**src/design/tdsio_defines.vh**
```
`ifndef TDSIO_DEFINES_VH
`define TDSIO_DEFINES_VH

// Microsecond tick from the 100 MHz clock
`define TDSIO_CLK_MHZ        100
`define TDSIO_US_DIV         (`TDSIO_CLK_MHZ - 1)
`define TDSIO_DIV_W          7
`define TDSIO_FILT_W         8
`define TDSIO_FILT_MIN       8'h01
`define TDSIO_NUM_IN         4
`define TDSIO_NUM_OUT        8
`define TDSIO_DLY_W          16

// Trigger input select codes
`define TDSIO_SEL_IN1        2'h0
`define TDSIO_SEL_IN2        2'h1
`define TDSIO_SEL_BOTH       2'h2

// Flash method codes
`define TDSIO_FM_EVERY       1'b0
`define TDSIO_FM_ONCE        1'b1

// Flash states
`define TDSIO_FS_IDLE        2'h0
`define TDSIO_FS_DELAY       2'h1
`define TDSIO_FS_PULSE       2'h2

`endif

```
**src/design/tdsio_filter.v**
```verilog
`timescale 1ns/100ps
`default_nettype none
`include "tdsio_defines.vh"

// Passes a level only after it has held for limit plus one microsecond ticks
module tdsio_filter (
    input  wire                     clk,
    input  wire                     rst,
    input  wire                     tick_us,
    input  wire [`TDSIO_FILT_W-1:0] filt_time,
    input  wire                     raw_in,
    output reg                      clean_q
);
    reg [`TDSIO_FILT_W-1:0] cnt_q;
    wire [`TDSIO_FILT_W-1:0] limit;

    // Zero programmed acts as one microsecond
    assign limit = (filt_time == 8'h00) ? `TDSIO_FILT_MIN : filt_time;

    always @(posedge clk) begin
        if (rst) begin
            cnt_q   <= 8'h00;
            clean_q <= 1'b0;
        end else if (raw_in == clean_q) begin
            cnt_q <= 8'h00;
        end else if (tick_us) begin
            // One extra tick: the first may land anywhere in a microsecond
            if (cnt_q >= limit) begin
                clean_q <= raw_in;
                cnt_q   <= 8'h00;
            end else begin
                cnt_q <= cnt_q + 8'h01;
            end
        end
    end
endmodule // tdsio_filter

`default_nettype wire

```
**src/design/tdsio_top.v**
```verilog
// Summary of operation
// - Four inputs, each readable with own interrupt
// - Inputs 1 and 2 selectable as triggers
// - Trigger debounce programmable 1 to 255 us
// - Pulses shorter than debounce are dropped
// - Debounce value zero acts as 1 us
// - Trigger needs input held past debounce
// - Software trigger equals validated external trigger
// - Input 2 ends frame in two-pulse mode
// - Output 1 from software value or strobe
// - Outputs tri-stated until software enables each
`timescale 1ns/100ps
`default_nettype none
`include "tdsio_defines.vh"

module tdsio_top (
    // Clock and reset
    input  wire                      CLK_IN,
    input  wire                      SYS_RST_IN,
    // General inputs from isolators
    input  wire [`TDSIO_NUM_IN-1:0]  GEN_IN,
    // Trigger configuration
    input  wire                      EXT_TRIGGER_ON_IN,
    input  wire [1:0]                TRIGGER_INPUT_SELECT_IN,
    input  wire [1:0]                TRIGGER_EDGE_SELECT_IN,
    input  wire [`TDSIO_FILT_W-1:0]  TRIGGER_FILTER_TIME_IN,
    input  wire                      TWO_PULSE_MODE_IN,
    input  wire                      SW_TRIGGER_IN,
    // Output control
    input  wire [`TDSIO_NUM_OUT-1:0] OUT_VALUE_IN,
    input  wire [`TDSIO_NUM_OUT-1:0] OUT_ENABLE_IN,
    // Strobe configuration
    input  wire                      FLASH_PULSE_ON_IN,
    input  wire                      FLASH_PULSE_POLARITY_IN,
    input  wire                      FLASH_PULSE_METHOD_IN,
    input  wire [`TDSIO_DLY_W-1:0]   FLASH_PULSE_DELAY_IN,
    input  wire [`TDSIO_DLY_W-1:0]   FLASH_PULSE_WIDTH_IN,
    input  wire                      FLASH_REARM_IN,
    // Status and events
    output reg  [`TDSIO_NUM_IN-1:0]  GEN_IN_STATE_OUT,
    output reg  [`TDSIO_NUM_IN-1:0]  GEN_IN_EVENT_OUT,
    output reg                       ACQ_TRIGGER_OUT,
    output reg                       FRAME_END_OUT,
    // General output pins
    output reg  [`TDSIO_NUM_OUT-1:0] GEN_OUT,
    output reg  [`TDSIO_NUM_OUT-1:0] GEN_OUT_OE_N_OUT
);
    reg [`TDSIO_DIV_W-1:0] div_q;
    reg                    tick_q;
    reg [1:0]              clean_d1_q;
    reg [`TDSIO_NUM_IN-1:0] in_d1_q;
    reg [1:0]              fs_q;
    reg [`TDSIO_DLY_W-1:0] fcnt_q;
    reg                    fire_q;
    reg                    done_once_q;
    wire [1:0]             clean;
    wire [1:0]             rise;
    wire [1:0]             fall;
    wire [1:0]             hit;
    wire                   use1;
    wire                   use2;
    wire                   ext_trig;
    wire                   trig;
    wire                   end_pulse;
    wire [`TDSIO_NUM_OUT-1:0] pin_val;

    // Microsecond time base
    always @(posedge CLK_IN) begin
        if (SYS_RST_IN) begin
            div_q  <= 7'h00;
            tick_q <= 1'b0;
        end else if (div_q == `TDSIO_US_DIV) begin
            div_q  <= 7'h00;
            tick_q <= 1'b1;
        end else begin
            div_q  <= div_q + 7'h01;
            tick_q <= 1'b0;
        end
    end

    genvar gi;
    generate
        for (gi = 0; gi < 2; gi = gi + 1) begin : g_filt
            tdsio_filter u_filt (
                .clk       (CLK_IN),
                .rst       (SYS_RST_IN),
                .tick_us   (tick_q),
                .filt_time (TRIGGER_FILTER_TIME_IN),
                .raw_in    (GEN_IN[gi]),
                .clean_q   (clean[gi])
            );
        end
    endgenerate

    assign rise = clean & ~clean_d1_q;
    assign fall = ~clean & clean_d1_q;
    // Edge select bit high picks the falling edge
    assign hit  = (rise & ~TRIGGER_EDGE_SELECT_IN) |
                  (fall & TRIGGER_EDGE_SELECT_IN);
    assign use1 = (TRIGGER_INPUT_SELECT_IN == `TDSIO_SEL_IN1) ||
                  (TRIGGER_INPUT_SELECT_IN == `TDSIO_SEL_BOTH);
    assign use2 = ((TRIGGER_INPUT_SELECT_IN == `TDSIO_SEL_IN2) ||
                  (TRIGGER_INPUT_SELECT_IN == `TDSIO_SEL_BOTH)) &&
                  !TWO_PULSE_MODE_IN;
    assign ext_trig = EXT_TRIGGER_ON_IN &&
                      ((hit[0] && use1) || (hit[1] && use2));
    assign trig = ext_trig || SW_TRIGGER_IN;
    // In two-pulse mode input 2 closes the frame rather than opening one
    assign end_pulse = EXT_TRIGGER_ON_IN && TWO_PULSE_MODE_IN && hit[1];

    always @(posedge CLK_IN) begin
        if (SYS_RST_IN) begin
            clean_d1_q       <= 2'h0;
            in_d1_q          <= 4'h0;
            GEN_IN_STATE_OUT <= 4'h0;
            GEN_IN_EVENT_OUT <= 4'h0;
            ACQ_TRIGGER_OUT  <= 1'b0;
            FRAME_END_OUT    <= 1'b0;
        end else begin
            clean_d1_q       <= clean;
            in_d1_q          <= GEN_IN;
            GEN_IN_STATE_OUT <= GEN_IN;
            GEN_IN_EVENT_OUT <= GEN_IN ^ in_d1_q;
            ACQ_TRIGGER_OUT  <= trig;
            FRAME_END_OUT    <= end_pulse;
        end
    end

    // Strobe generator; once method fires a single time, then not again until rearmed
    always @(posedge CLK_IN) begin
        if (SYS_RST_IN) begin
            fs_q        <= `TDSIO_FS_IDLE;
            fcnt_q      <= 16'h0000;
            fire_q      <= 1'b0;
            done_once_q <= 1'b0;
        end else begin
            if (FLASH_REARM_IN)
                done_once_q <= 1'b0;
            case (fs_q)
                `TDSIO_FS_IDLE: begin
                    fire_q <= 1'b0;
                    fcnt_q <= 16'h0000;
                    if (trig && FLASH_PULSE_ON_IN &&
                        !(FLASH_PULSE_METHOD_IN == `TDSIO_FM_ONCE &&
                          done_once_q)) begin
                        fs_q        <= `TDSIO_FS_DELAY;
                        done_once_q <= 1'b1;
                    end
                end
                `TDSIO_FS_DELAY: begin
                    if (!FLASH_PULSE_ON_IN) begin
                        fs_q <= `TDSIO_FS_IDLE;
                    end else if (tick_q) begin
                        if (fcnt_q >= FLASH_PULSE_DELAY_IN) begin
                            fs_q   <= `TDSIO_FS_PULSE;
                            fire_q <= 1'b1;
                            fcnt_q <= 16'h0000;
                        end else begin
                            fcnt_q <= fcnt_q + 16'h0001;
                        end
                    end
                end
                `TDSIO_FS_PULSE: begin
                    if (!FLASH_PULSE_ON_IN) begin
                        fs_q   <= `TDSIO_FS_IDLE;
                        fire_q <= 1'b0;
                    end else if (tick_q) begin
                        // Width zero still gives one microsecond
                        if (fcnt_q + 16'h0001 >= FLASH_PULSE_WIDTH_IN) begin
                            fs_q   <= `TDSIO_FS_IDLE;
                            fire_q <= 1'b0;
                        end else begin
                            fcnt_q <= fcnt_q + 16'h0001;
                        end
                    end
                end
                default: begin
                    fs_q   <= `TDSIO_FS_IDLE;
                    fire_q <= 1'b0;
                end
            endcase
        end
    end

    assign pin_val = {OUT_VALUE_IN[`TDSIO_NUM_OUT-1:1],
                      FLASH_PULSE_ON_IN ?
                      (fire_q ^ FLASH_PULSE_POLARITY_IN) :
                      OUT_VALUE_IN[0]};

    always @(posedge CLK_IN) begin
        if (SYS_RST_IN) begin
            GEN_OUT          <= 8'h00;
            GEN_OUT_OE_N_OUT <= 8'hff;
        end else begin
            GEN_OUT          <= pin_val;
            GEN_OUT_OE_N_OUT <= ~OUT_ENABLE_IN;
        end
    end
endmodule // tdsio_top

`default_nettype wire

```
**config.mk**
```make
export PLATFORM = sky130hd
export DESIGN_NAME = tdsio_top
export DESIGN_NICKNAME = d
export VERILOG_FILES = /design/src/design/tdsio_filter.v /design/src/design/tdsio_top.v
export VERILOG_INCLUDE_DIRS = /design/src /design/src/design
export SDC_FILE = /design/constraint.sdc
export NUM_CORES = 1
export LEC_CHECK = 0
export ABC_AREA = 0
export BUFFER_PORTS_ARGS = -buffer_cell sky130_fd_sc_hd__buf_2
export CAP_MARGIN = 10
export CORE_UTILIZATION = 35
export DETAILED_ROUTE_END_ITERATION = 8
export PLACE_DENSITY = 0.63
export SYNTH_ARGS = -nofsm -noshare
export SYNTH_HDL_FRONTEND = slang
export SYNTH_SLANG_ARGS = --single-unit
```
**constraint.sdc**
```tcl
create_clock -name CLK_IN -period 4.6 [get_ports CLK_IN]
set_input_delay 0.69 -clock CLK_IN [delete_from_list [all_inputs] [get_ports CLK_IN]]
set_output_delay 0.69 -clock CLK_IN [all_outputs]
set_load 0.05 [all_outputs]
```
==> results of run 1 <==
==> logic make-up (layout without fill, tap and decap cells) <==
kind of cell	after synthesis	after routing	synth area share (%)
fa+ha+maj	57	57	16.9
compound gates	81	81	14.6
xor+xnor	39	39	8.08
flops	74	74	35.1
mux	4	4	1.04
buf+inv	59	165	5.33
simple gates	158	158	19.0
==> flip-flops by register name (all words and copies together) (netlist names) <==
register / flops
fcnt_q: 16
g_filt.u_filt.clean_q: 2
GEN_OUT: 8
ACQ_TRIGGER_OUT: 1
FRAME_END_OUT: 1
div_q: 7
fs_q: 2
GEN_IN_EVENT_OUT: 4
fire_q: 1
done_once_q: 1
GEN_OUT_OE_N_OUT: 8
clean_d1_q: 2
in_d1_q: 4
g_filt.u_filt.cnt_q: 16
tick_q: 1
==> worst max-delay path, delay by kind of cell (launching register included) <==
kind	cells	cell delay, ns
simple gates	9	2.27
fa+ha+maj	1	0.30
buf+inv	1	0.24
compound gates	2	0.57
xor+xnor	1	0.10
flops	1	0.44
==> power by group through the flow <==
stage               clock network [mW]  logic [mW]  registers, mW
floorplan                            0       0.135          0.727
global placement                     0       0.258          0.682
detailed placement                   0       0.263          0.683
CTS                              0.730       0.264          0.669
global route                     0.763       0.290          0.671
finish                           0.708       0.263          0.669
==> cells in the mapped netlist, drive strengths merged (4+ instances only) <==
cell type and number:
a211oi 5, a21o 9, a21oi 14, a22o 4, a32o 9, and3 10
and4 5, buf 4, clkbuf 6, dfxtp 74, ha 57, inv 49
nand2 35, nand2b 5, nand3 12, nand4 15, nor2 43, nor2b 16
nor3 5, o21ai 11, o22ai 4, xnor2 20, xor2 19
==> per-layer routing <==
layer,part of all wire (%),up-vias
met5,0,-
met2,50,66
met3,4.1,10
li1,-,1854
met1,45,1694
met4,1.4,0
==> layout make-up <==
type	count	area (µm²)
clock buffers	11	253
clock inverters	5	52.6
fillers	1153	6440
inverters	49	184
multi-input cells	339	2520
flip-flops and latches	74	1480
well taps	143	179
repair buffers	100	505
==> how the worst min path moves through the flow <==
| stage | slack [ns] | end | depth (start not counted) |
|---|---|---|---|
| floorplan | 0.41 | div_q[0] | 1 |
| global placement | 0.43 | div_q[0] | 1 |
| detailed placement | 0.44 | div_q[0] | 1 |
| CTS | 0.45 | div_q[0] | 1 |
| global route | 0.46 | div_q[0] | 1 |
| finish | 0.44 | div_q[0] | 1 |
==> per-stage QoR <==
step / power [mW] / utilization, %
after floorplan: 0.862 / -
after global placement: 0.940 / 41.9
after detailed placement: 0.946 / 41.9
after CTS: 1.66 / 44.5
after global routing: 1.72 / 44.5
final: 1.64 / 44.5
==> results_dict.tcl, run 1 <==
set metrics [dict create \
    seq_power_share_pct 40.8 \
    grt_pass1_vias 3621 \
    yosysWarnings 0 \
    combinationalPowerShare_pct 16.0 \
    cts_buffer_depth 2 \
    cts_setup_buffers 0 \
    final_cell_mix "buf_2, dfxtp_1, ha_1" \
    cts_buffers 9 \
    rsz0062_at_grt "false" \
    syn_inst 472 \
    cap_violations 0 \
    clkLatencyLatePin_ns 0.33 \
    ctsHoldBuffers 0 \
    ios 99 \
    crit_path_end_kind "flop" \
    synth_top_cell_area_share_pct 35.1 \
    clkTransAtPathRegs_ns 0.06 \
    final_common_cell "buf_2" \
    ant_nets 0 \
    r2r-start "fcnt_q[2]" \
    fin_skew_ns 0.00392 \
    io_buffers 98 \
    crit_path_end "fcnt_q[15]" \
    worstMarginPinSlew_ns 0.719 \
    clock-sinks 74 \
    synthArstFlopShare_pct 0 \
    dp.cells 705 \
    synthesis.area_mm2 0.00423 \
    hold_class "flop to flop" \
    violations "DRC" \
    power.switching_uw 441 \
    synth.distinct_cells 53 \
    worstRegToRegCells 14 \
    sw_frac_of_total_pct 26.9 \
    final_hold_viol_count 0 \
    met1_usage_pct 19.5 \
    grtUsageMet3_pct 4.35 \
    period_needed_ns 4.04 \
    overflow 0 \
    fin_nets 703 \
    worst-r2r-setup-slack_ns 0.56 \
    cts-root-buf "clkbuf_16" \
    min_period_over_period_pct 87.9 \
    syn_avg_cell_area_um2 8.95 \
    grt_max_degree 35 \
    routedWlPerCell_um 13.2 \
    grt_pass1_wl_mm 16.4 \
    slowest_stage "or4b_1" \
    power_density_mw_per_mm2 317 \
    die_width_um 112 \
    h-tree-depth 3 \
    firstDrtPassIters 6 \
    n_antenna_cell 0 \
    worstSetupStartpointType "flop" \
    grt.busiest_layer "met2" \
    place.gp.congestion 0.787 \
    required_ns 4.82 \
    hold_ws_ns 0.443 \
    dpl_cell_area_mm2 0.00487 \
    final_area_mm2 0.00517 \
    place_ws_ns 0.617 \
    drt_wl_total_mm 9.55 \
    use_met2_pct 29.0 \
    vias_per_cell 5.03 \
    seq_area_frac_synth_pct 35.1 \
    setup_viol 0 \
    cts-resized-gates 0 \
    final_layout_size_suffix_gt1_share_pct 21.6 \
    ys_ff_latch 74 \
    hp-start "div_q[0]" \
    vdd_ir_drop_max_uv 183 \
    drt-initial-drc-count 110 \
    fin_ws_ns 0.556 \
    fin_tns_setup_ns 0 \
    slowest_delay_ns 0.46 \
    fmax_mhz 247 \
    synthTopCellsByArea "dfxtp_1, ha_1, inv_1" \
    cts_tree "done" \
    p_int_mw 1.20 \
    antenna_found_initial 0 \
    synth_fp_nets 602 \
    start_util_pct 36.4 \
    slew-limit-headroom_pct 52.0 \
    core-area_mm2 0.0116 \
    die_area_mm2 0.0125 \
    die_y_um 112 \
    synth_edf_count 0 \
    drv_slew 0 \
    rows 39 \
    grt_usage_pct 16.5 \
    status "complete, but fails checks" \
    r2r_end "fcnt_q[15]" \
    layout.cells.non_filler 721 \
    arrival_ns 4.27 \
    crit_path_start "fcnt_q[2]" \
    power.share.clock_pct 43.2 \
    critPathKind "flop to flop" \
    ys.flop_type "dfxtp_1" \
    vias 3624 \
    path_cells "and3_1 -> nand3_1 -> nor2_1 -> and3_1 -> xor2_1 -> ha_1 -> and4_1 -> and4_1 -> or4b_1 -> nand4_1 -> a21o_1 -> nor2_1 -> buf_4 -> a32o_1" \
    path_max_fanout 11 \
    drcViolationCount 4 \
    dp_hpwl_mm 7.58 \
    leakagePower_nw 2.53 \
    area_growth_pct 22.4 \
    yosysTopAreaCell "dfxtp_1" \
]
(Power assumes the default switching activity.)
==> run 2: changes to the inputs <==
--- a/config.mk
+++ b/config.mk
@@ -9,9 +9,10 @@
 export ABC_AREA = 0
 export BUFFER_PORTS_ARGS = -buffer_cell sky130_fd_sc_hd__buf_2
 export CAP_MARGIN = 10
-export CORE_UTILIZATION = 35
+export CORE_UTILIZATION = 56
+export CTS_BUF_LIST = sky130_fd_sc_hd__clkbuf_4
 export DETAILED_ROUTE_END_ITERATION = 8
-export PLACE_DENSITY = 0.63
+export PLACE_DENSITY = 0.9
 export SYNTH_ARGS = -nofsm -noshare
 export SYNTH_HDL_FRONTEND = slang
 export SYNTH_SLANG_ARGS = --single-unit
==> run 2 against run 1 <==
  * The run now ends clean
  * Via count up 1.5%
  * Clock power down 26%
  * Worst hold slack worse by 0.055 ns
  * Clock-buffer cell count down 2
  * Flip-flop and latch count unchanged
  * Critical path depth unchanged
  * Highest routed layer unchanged
==> results_dict.tcl, run 2 (synthesis gave the netlist of run 1 again) <==
set metrics [dict create \
    status "finished clean" \
    rsz0062_at_grt "false" \
    h-tree-depth 3 \
    place.gp.congestion 0.871 \
    grt_pass1_wl_mm 15.5 \
    grt.busiest_layer "met2" \
    seqCellArea_mm2 0.00148 \
    fmax_mhz 249 \
    die_y_um 88.9 \
    start_util_pct 57.9 \
    power_density_mw_per_mm2 292 \
    core-area_mm2 0.00729 \
    setup_viol 0 \
    period_needed_ns 4.02 \
    grtUsageMet3_pct 4.76 \
    final_cell_mix "buf_2, dfxtp_1, ha_1" \
    fin_nets 703 \
    fin_ws_ns 0.581 \
    nFillCells 612 \
    grt_max_degree 36 \
    final_layout_size_suffix_gt1_share_pct 21.5 \
    met1_usage_pct 29.1 \
    cts-root-buf "clkbuf_4" \
    crit_family "simple AND/OR/NAND/NOR gates" \
    total_power_mw 1.46 \
    final_hold_viol_count 0 \
    use_met2_pct 46.7 \
    rows 31 \
    worstMarginPinSlew_ns 0.715 \
    slowest_stage "dfxtp_1" \
    vias 3680 \
    drv_slew 0 \
    multi_input_area_mm2 0.00252 \
    ctsHoldBuffers 0 \
    cap_violations 0 \
    n_antenna_cell 0 \
    antenna_found_initial 0 \
    clkTransAtPathRegs_ns 0.13 \
    grt_pass1_vias 3527 \
    reg_top3 "fcnt_q (16), g_filt.u_filt.cnt_q (16)" \
    hold_class "primary input to flop" \
    grt_usage_pct 25.8 \
    crit_path_end_kind "flop" \
    fin_skew_ns 0.0150 \
    die_area_mm2 0.00790 \
    leakagePower_nw 2.47 \
    drt_wl_total_mm 9.65 \
    drcViolationCount 0 \
    fin_tns_setup_ns 0 \
    slew-limit-headroom_pct 52.3 \
    routedWlPerCell_um 14.3 \
    cts-resized-gates 0 \
    critPathBufInv 1 \
    ios 99 \
    worstSetupStartpointType "flop" \
    path_cells "and3_1 -> nand3_1 -> nor2_1 -> and3_1 -> xor2_1 -> ha_1 -> and4_1 -> and4_1 -> or4b_1 -> nand4_1 -> a21o_1 -> nor2_1 -> buf_4 -> a32o_1" \
    ant_nets 0 \
    die_width_um 88.9 \
    clkLatencyLatePin_ns 0.44 \
    arrival_ns 4.37 \
    firstDrtPassIters 5 \
    drt-initial-drc-count 218 \
    overflow 0 \
    cts_setup_buffers 0 \
    cts_buffers 9 \
    place_ws_ns 0.634 \
    io_buffers 98 \
    slowest_delay_ns 0.48 \
    min_period_over_period_pct 87.4 \
    final_common_cell "buf_2" \
    required_ns 4.95 \
    cts_buffer_depth 2 \
    dp_hpwl_mm 7.59 \
    utilization_pct 68.5 \
    vias_per_cell 5.44 \
    cts_tree "done" \
    area_growth_pct 18.2 \
    clock-sinks 74 \
    critPathKind "flop to flop" \
    vdd_ir_drop_max_uv 187 \
    path_max_fanout 11 \
]
==> run 2: cell count changes in the layout (fill, tap and decap cells not counted), sizes merged <==
| cell | previous run | this run |
|---|---|---|
| clkbuf | 11 | 9 |
| bufinv | 1 | 3 |
| inv | 49 | 50 |
| clkinv | 3 | 1 |
==> run 2: routing by layer <==
metal | vias up | share of wire [%]
met4 | 0 | 2.2
met2 | 95 | 52
met5 | - | 0
met3 | 27 | 3.9
met1 | 1700 | 42
li1 | 1858 | -
==> run 2: worst paths after layout <==
kind | from | to | slack [ns] | cells past startpoint
min | OUT_ENABLE_IN[3] | GEN_OUT_OE_N_OUT[3] | 0.39 | 2
min reg2reg | div_q[0] | div_q[0] | 0.45 | 1
max reg2reg | fcnt_q[2] | fcnt_q[8] | 0.58 | 14
max | fcnt_q[2] | fcnt_q[8] | 0.58 | 14
==> run 2: worst register-to-register path, stage by stage (launching register included) <==
cell	delay (ns)
dfxtp_1	0.48
and3_1	0.28
nand3_1	0.24
nor2_1	0.25
and3_1	0.21
xor2_1	0.09
ha_1	0.29
and4_1	0.20
and4_1	0.20
or4b_1	0.47
nand4_1	0.15
a21o_1	0.37
nor2_1	0.25
buf_4	0.25
a32o_1	0.21
==> run 2: per-stage QoR <==
| step | area (µm²) | hold WS [ns] | std cells |
|---|---|---|---|
| after floorplan | 4230 | 0.413 | 472 |
| final | 5000 | 0.388 | 676 |
| after CTS | 5000 | 0.384 | 676 |
| after global placement | 4810 | 0.430 | 661 |
| after detailed placement | 4810 | 0.434 | 661 |
| after global routing | 5000 | 0.375 | 676 |
==> run 2: area by class of cell <==
| class | instances | area share [%] |
|---|---|---|
| Clock buffer | 9 | 1.35 |
| Sequential cell | 74 | 29.7 |
| Clock inverter | 6 | 2.30 |
| Multi-Input combinational cell | 339 | 50.4 |
| Tap cell | 99 | 2.48 |
| Timing Repair Buffer | 100 | 10.1 |
| Inverter | 49 | 3.68 |
==> run 2: where the power goes <==
| group | leakage (nW) | switching (mW) | total, mW | internal [mW] |
|---|---|---|---|---|
| clock network | 0.0926 | 0.251 | 0.525 | 0.275 |
| logic | 1.78 | 0.172 | 0.264 | 0.0926 |
| registers | 0.604 | 0.00840 | 0.669 | 0.660 |
==> run 3: changes to the inputs <==
--- a/config.mk
+++ b/config.mk
@@ -9,10 +9,13 @@
 export ABC_AREA = 0
 export BUFFER_PORTS_ARGS = -buffer_cell sky130_fd_sc_hd__buf_2
 export CAP_MARGIN = 10
-export CORE_UTILIZATION = 56
+export CELL_PAD_IN_SITES_DETAIL_PLACEMENT = 0
+export CELL_PAD_IN_SITES_GLOBAL_PLACEMENT = 1
+export CORE_UTILIZATION = 45
 export CTS_BUF_LIST = sky130_fd_sc_hd__clkbuf_4
 export DETAILED_ROUTE_END_ITERATION = 8
-export PLACE_DENSITY = 0.9
+export PLACE_DENSITY = 0.95
 export SYNTH_ARGS = -nofsm -noshare
 export SYNTH_HDL_FRONTEND = slang
+export SYNTH_HIERARCHICAL = 1
 export SYNTH_SLANG_ARGS = --single-unit
==> constraint.sdc (replaced) <==
create_clock -name CLK_IN -period 4.9 [get_ports CLK_IN]
set_input_delay 0.735 -clock CLK_IN [delete_from_list [all_inputs] [get_ports CLK_IN]]
set_output_delay 0.735 -clock CLK_IN [all_outputs]
set_load 0.05 [all_outputs]
==> run 3 against run 2 <==
  * Synthesized area increased by 6.4%
  * Worst hold slack improved by 0.069 ns
  * Register-to-register slack improved by 0.82 ns
  * Worst setup slack improved by 0.82 ns
  * Sequential share of layout area decreased by 1.3 points
  * Critical path depth unchanged
  * Global-route usage decreased by 6.3 points
  * Via count increased by 6.4%
  * Critical path type unchanged
  * Critical endpoint is now fcnt_q[0]
  * Largest power group unchanged
==> results_dict.tcl, run 3 <==
set metrics [dict create \
    status "finished clean" \
    ys_ff_latch 74 \
    p_int_uw 855 \
    syn_avg_cell_area_um2 8.34 \
    antenna_found_initial 0 \
    critPathKind "flop to flop" \
    period_needed_ns 3.50 \
    power.share.clock_pct 31.3 \
    die_area_mm2 0.0104 \
    overflow 0 \
    cts-resized-gates 0 \
    synthTopCellsByArea "dfxtp_1, ha_1, xnor2_1" \
    grt_max_degree 50 \
    grt_usage_pct 19.5 \
    area_growth_pct 16.2 \
    cts-root-buf "clkbuf_4" \
    worstSetupStartpointType "flop" \
    hold_ws_ns 0.458 \
    hold_class "primary input to flop" \
    seq_area_frac_synth_pct 33.0 \
    firstDrtPassIters 6 \
    syn_inst 539 \
    drv_slew 0 \
    synthArstFlopShare_pct 0 \
    io_buffers 98 \
    drt-initial-drc-count 113 \
    ios 99 \
    leakagePower_nw 2.39 \
    synth_fp_nets 669 \
    crit_path_end_kind "flop" \
    vias_per_cell 5.07 \
    required_ns 5.23 \
    grt_pass1_wl_mm 16.0 \
    core-area_mm2 0.00973 \
    clock-sinks 74 \
    min_period_over_period_pct 71.4 \
    rows 36 \
    reg_top3 "fcnt_q (16), g_filt.u_filt/cnt_q (16)" \
    routedWlPerCell_um 12.5 \
    cts_tree "done" \
    drcViolationCount 0 \
    combinationalPowerShare_pct 18.3 \
    clkTransAtPathRegs_ns 0.13 \
    cts_buffers 9 \
    synth.most_common_cell "dfxtp_1" \
    use_met2_pct 33.2 \
    synth_common_cells "dfxtp_1, inv_1, ha_1, nand2_1, nor2_1" \
    dp.cells 757 \
    yosysTopAreaCell "dfxtp_1" \
    vdd_ir_drop_max_uv 96.9 \
    cts_buffer_depth 2 \
    fmax_mhz 286 \
    dp_hpwl_mm 7.35 \
    seq_power_share_pct 50.4 \
    synth.distinct_cells 55 \
    sw_frac_of_total_pct 31.3 \
    die_y_um 102 \
    rsz0062_at_grt "false" \
    cap_violations 0 \
    final_common_cell "buf_2" \
    setup_viol 0 \
    ctsHoldBuffers 0 \
    synthesis.area_mm2 0.00450 \
    fin_nets 765 \
    arrival_ns 3.83 \
    worstMarginPinSlew_ns 0.920 \
    final_layout_size_suffix_gt1_share_pct 19.7 \
    drt_wl_total_mm 9.63 \
    power_density_mw_per_mm2 238 \
    path_max_fanout 16 \
    grt_pass1_vias 3635 \
    n_antenna_cell 0 \
    slew-limit-headroom_pct 38.7 \
    final_cell_mix "buf_2, dfxtp_1, inv_1" \
    synth_top_cell_area_share_pct 33.0 \
    grtUsageMet3_pct 3.56 \
    worst-r2r-setup-slack_ns 1.40 \
    h-tree-depth 3 \
    final_hold_viol_count 0 \
    yosysWarnings 6 \
    die_width_um 102 \
    met1_usage_pct 24.9 \
    grt.busiest_layer "met2" \
    cts_setup_buffers 0 \
    synth_edf_count 0 \
    vias 3916 \
    fin_skew_ns 0.0153 \
    layout.cells.non_filler 773 \
    ant_nets 0 \
    power.switching_uw 389 \
    clkLatencyLatePin_ns 0.41 \
    fin_tns_setup_ns 0 \
    ys.flop_type "dfxtp_1" \
    place.gp.congestion 0.814 \
    start_util_pct 46.2 \
]
==> run 3: changes by cell type in the layout (fill, tap and decap cells not counted), moves of 9 or more <==
cell,delta
nand3_1,+18
nand2_1,+21
inv_1,+10
a32o_1,-9
a31oi_1,+9
a21oi_1,+9
nor2_1,+12
==> run 3: metal layers <==
layer	share of wire [%]	routed length [µm]
met5	0	0
met4	1.1	104
met3	5.0	484
met2	47	4510
met1	47	4530
==> run 3: layout make-up <==
type	instances	area, µm²
clock buffer	9	67.6
clock inverter	7	77.6
fill	945	4510
inverter	59	221
multi-input combinational	391	2700
sequential	74	1480
tap	133	166
timing repair buffer	100	505
==> run 3: critical path: stages, from the launching register on <==
cell and delay (ns):
dfxtp_1 0.45, ha_1 0.25, and3_1 0.25, nand3_1 0.18, nor2_1 0.35, nand4_1 0.22, xnor2_1 0.17, ha_1 0.27
nand2_1 0.06, o21ai_0 0.28, nor2_1 0.09, mux2i_1 0.18, a31o_2 0.39, nand2_1 0.11, a21oi_1 0.16
==> run 3: worst paths after layout <==
| check | startpoint | end | cells past startpoint |
|---|---|---|---|
| setup / recovery | fcnt_q[0] | fcnt_q[0] | 14 |
| hold / removal | OUT_ENABLE_IN[4] | GEN_OUT_OE_N_OUT[4] | 2 |
| setup reg to reg | fcnt_q[0] | fcnt_q[0] | 14 |
| hold reg to reg | div_q[0] | div_q[0] | 1 |
==> run 3: logic make-up after synthesis <==
group / Yosys count / share of synthesized area [%]
multiplexers: 5 / 1.11
flip-flops: 74 / 33.0
adder cells (fa/ha/maj): 57 / 15.9
buffers and inverters: 74 / 6.93
AO/OA/AOI/OAI: 83 / 12.9
XOR/XNOR: 40 / 7.79
AND/OR/NAND/NOR: 206 / 22.5
==> run 3: power groups by stage <==
| stage | Clock (mW) | Combinational, mW | Sequential, mW |
|---|---|---|---|
| floorplan | 0 | 0.113 | 0.681 |
| global placement | 0 | 0.222 | 0.639 |
| detailed placement | 0 | 0.227 | 0.640 |
| CTS | 0.406 | 0.228 | 0.627 |
| global route | 0.429 | 0.253 | 0.629 |
| finish | 0.390 | 0.227 | 0.626 |
==> run 3: metrics by stage <==
stage	util [%]	setup WS (ns)	power, mW	cell area (µm²)
6_report	53.7	1.40	1.24	5220
3_5_place_dp	52.2	1.43	0.867	5080
4_1_cts	53.7	1.42	1.26	5220
5_1_grt	53.7	0.977	1.31	5220
2_1_floorplan	-	1.78	0.794	4500
3_3_place_gp	52.2	1.60	0.861	5080
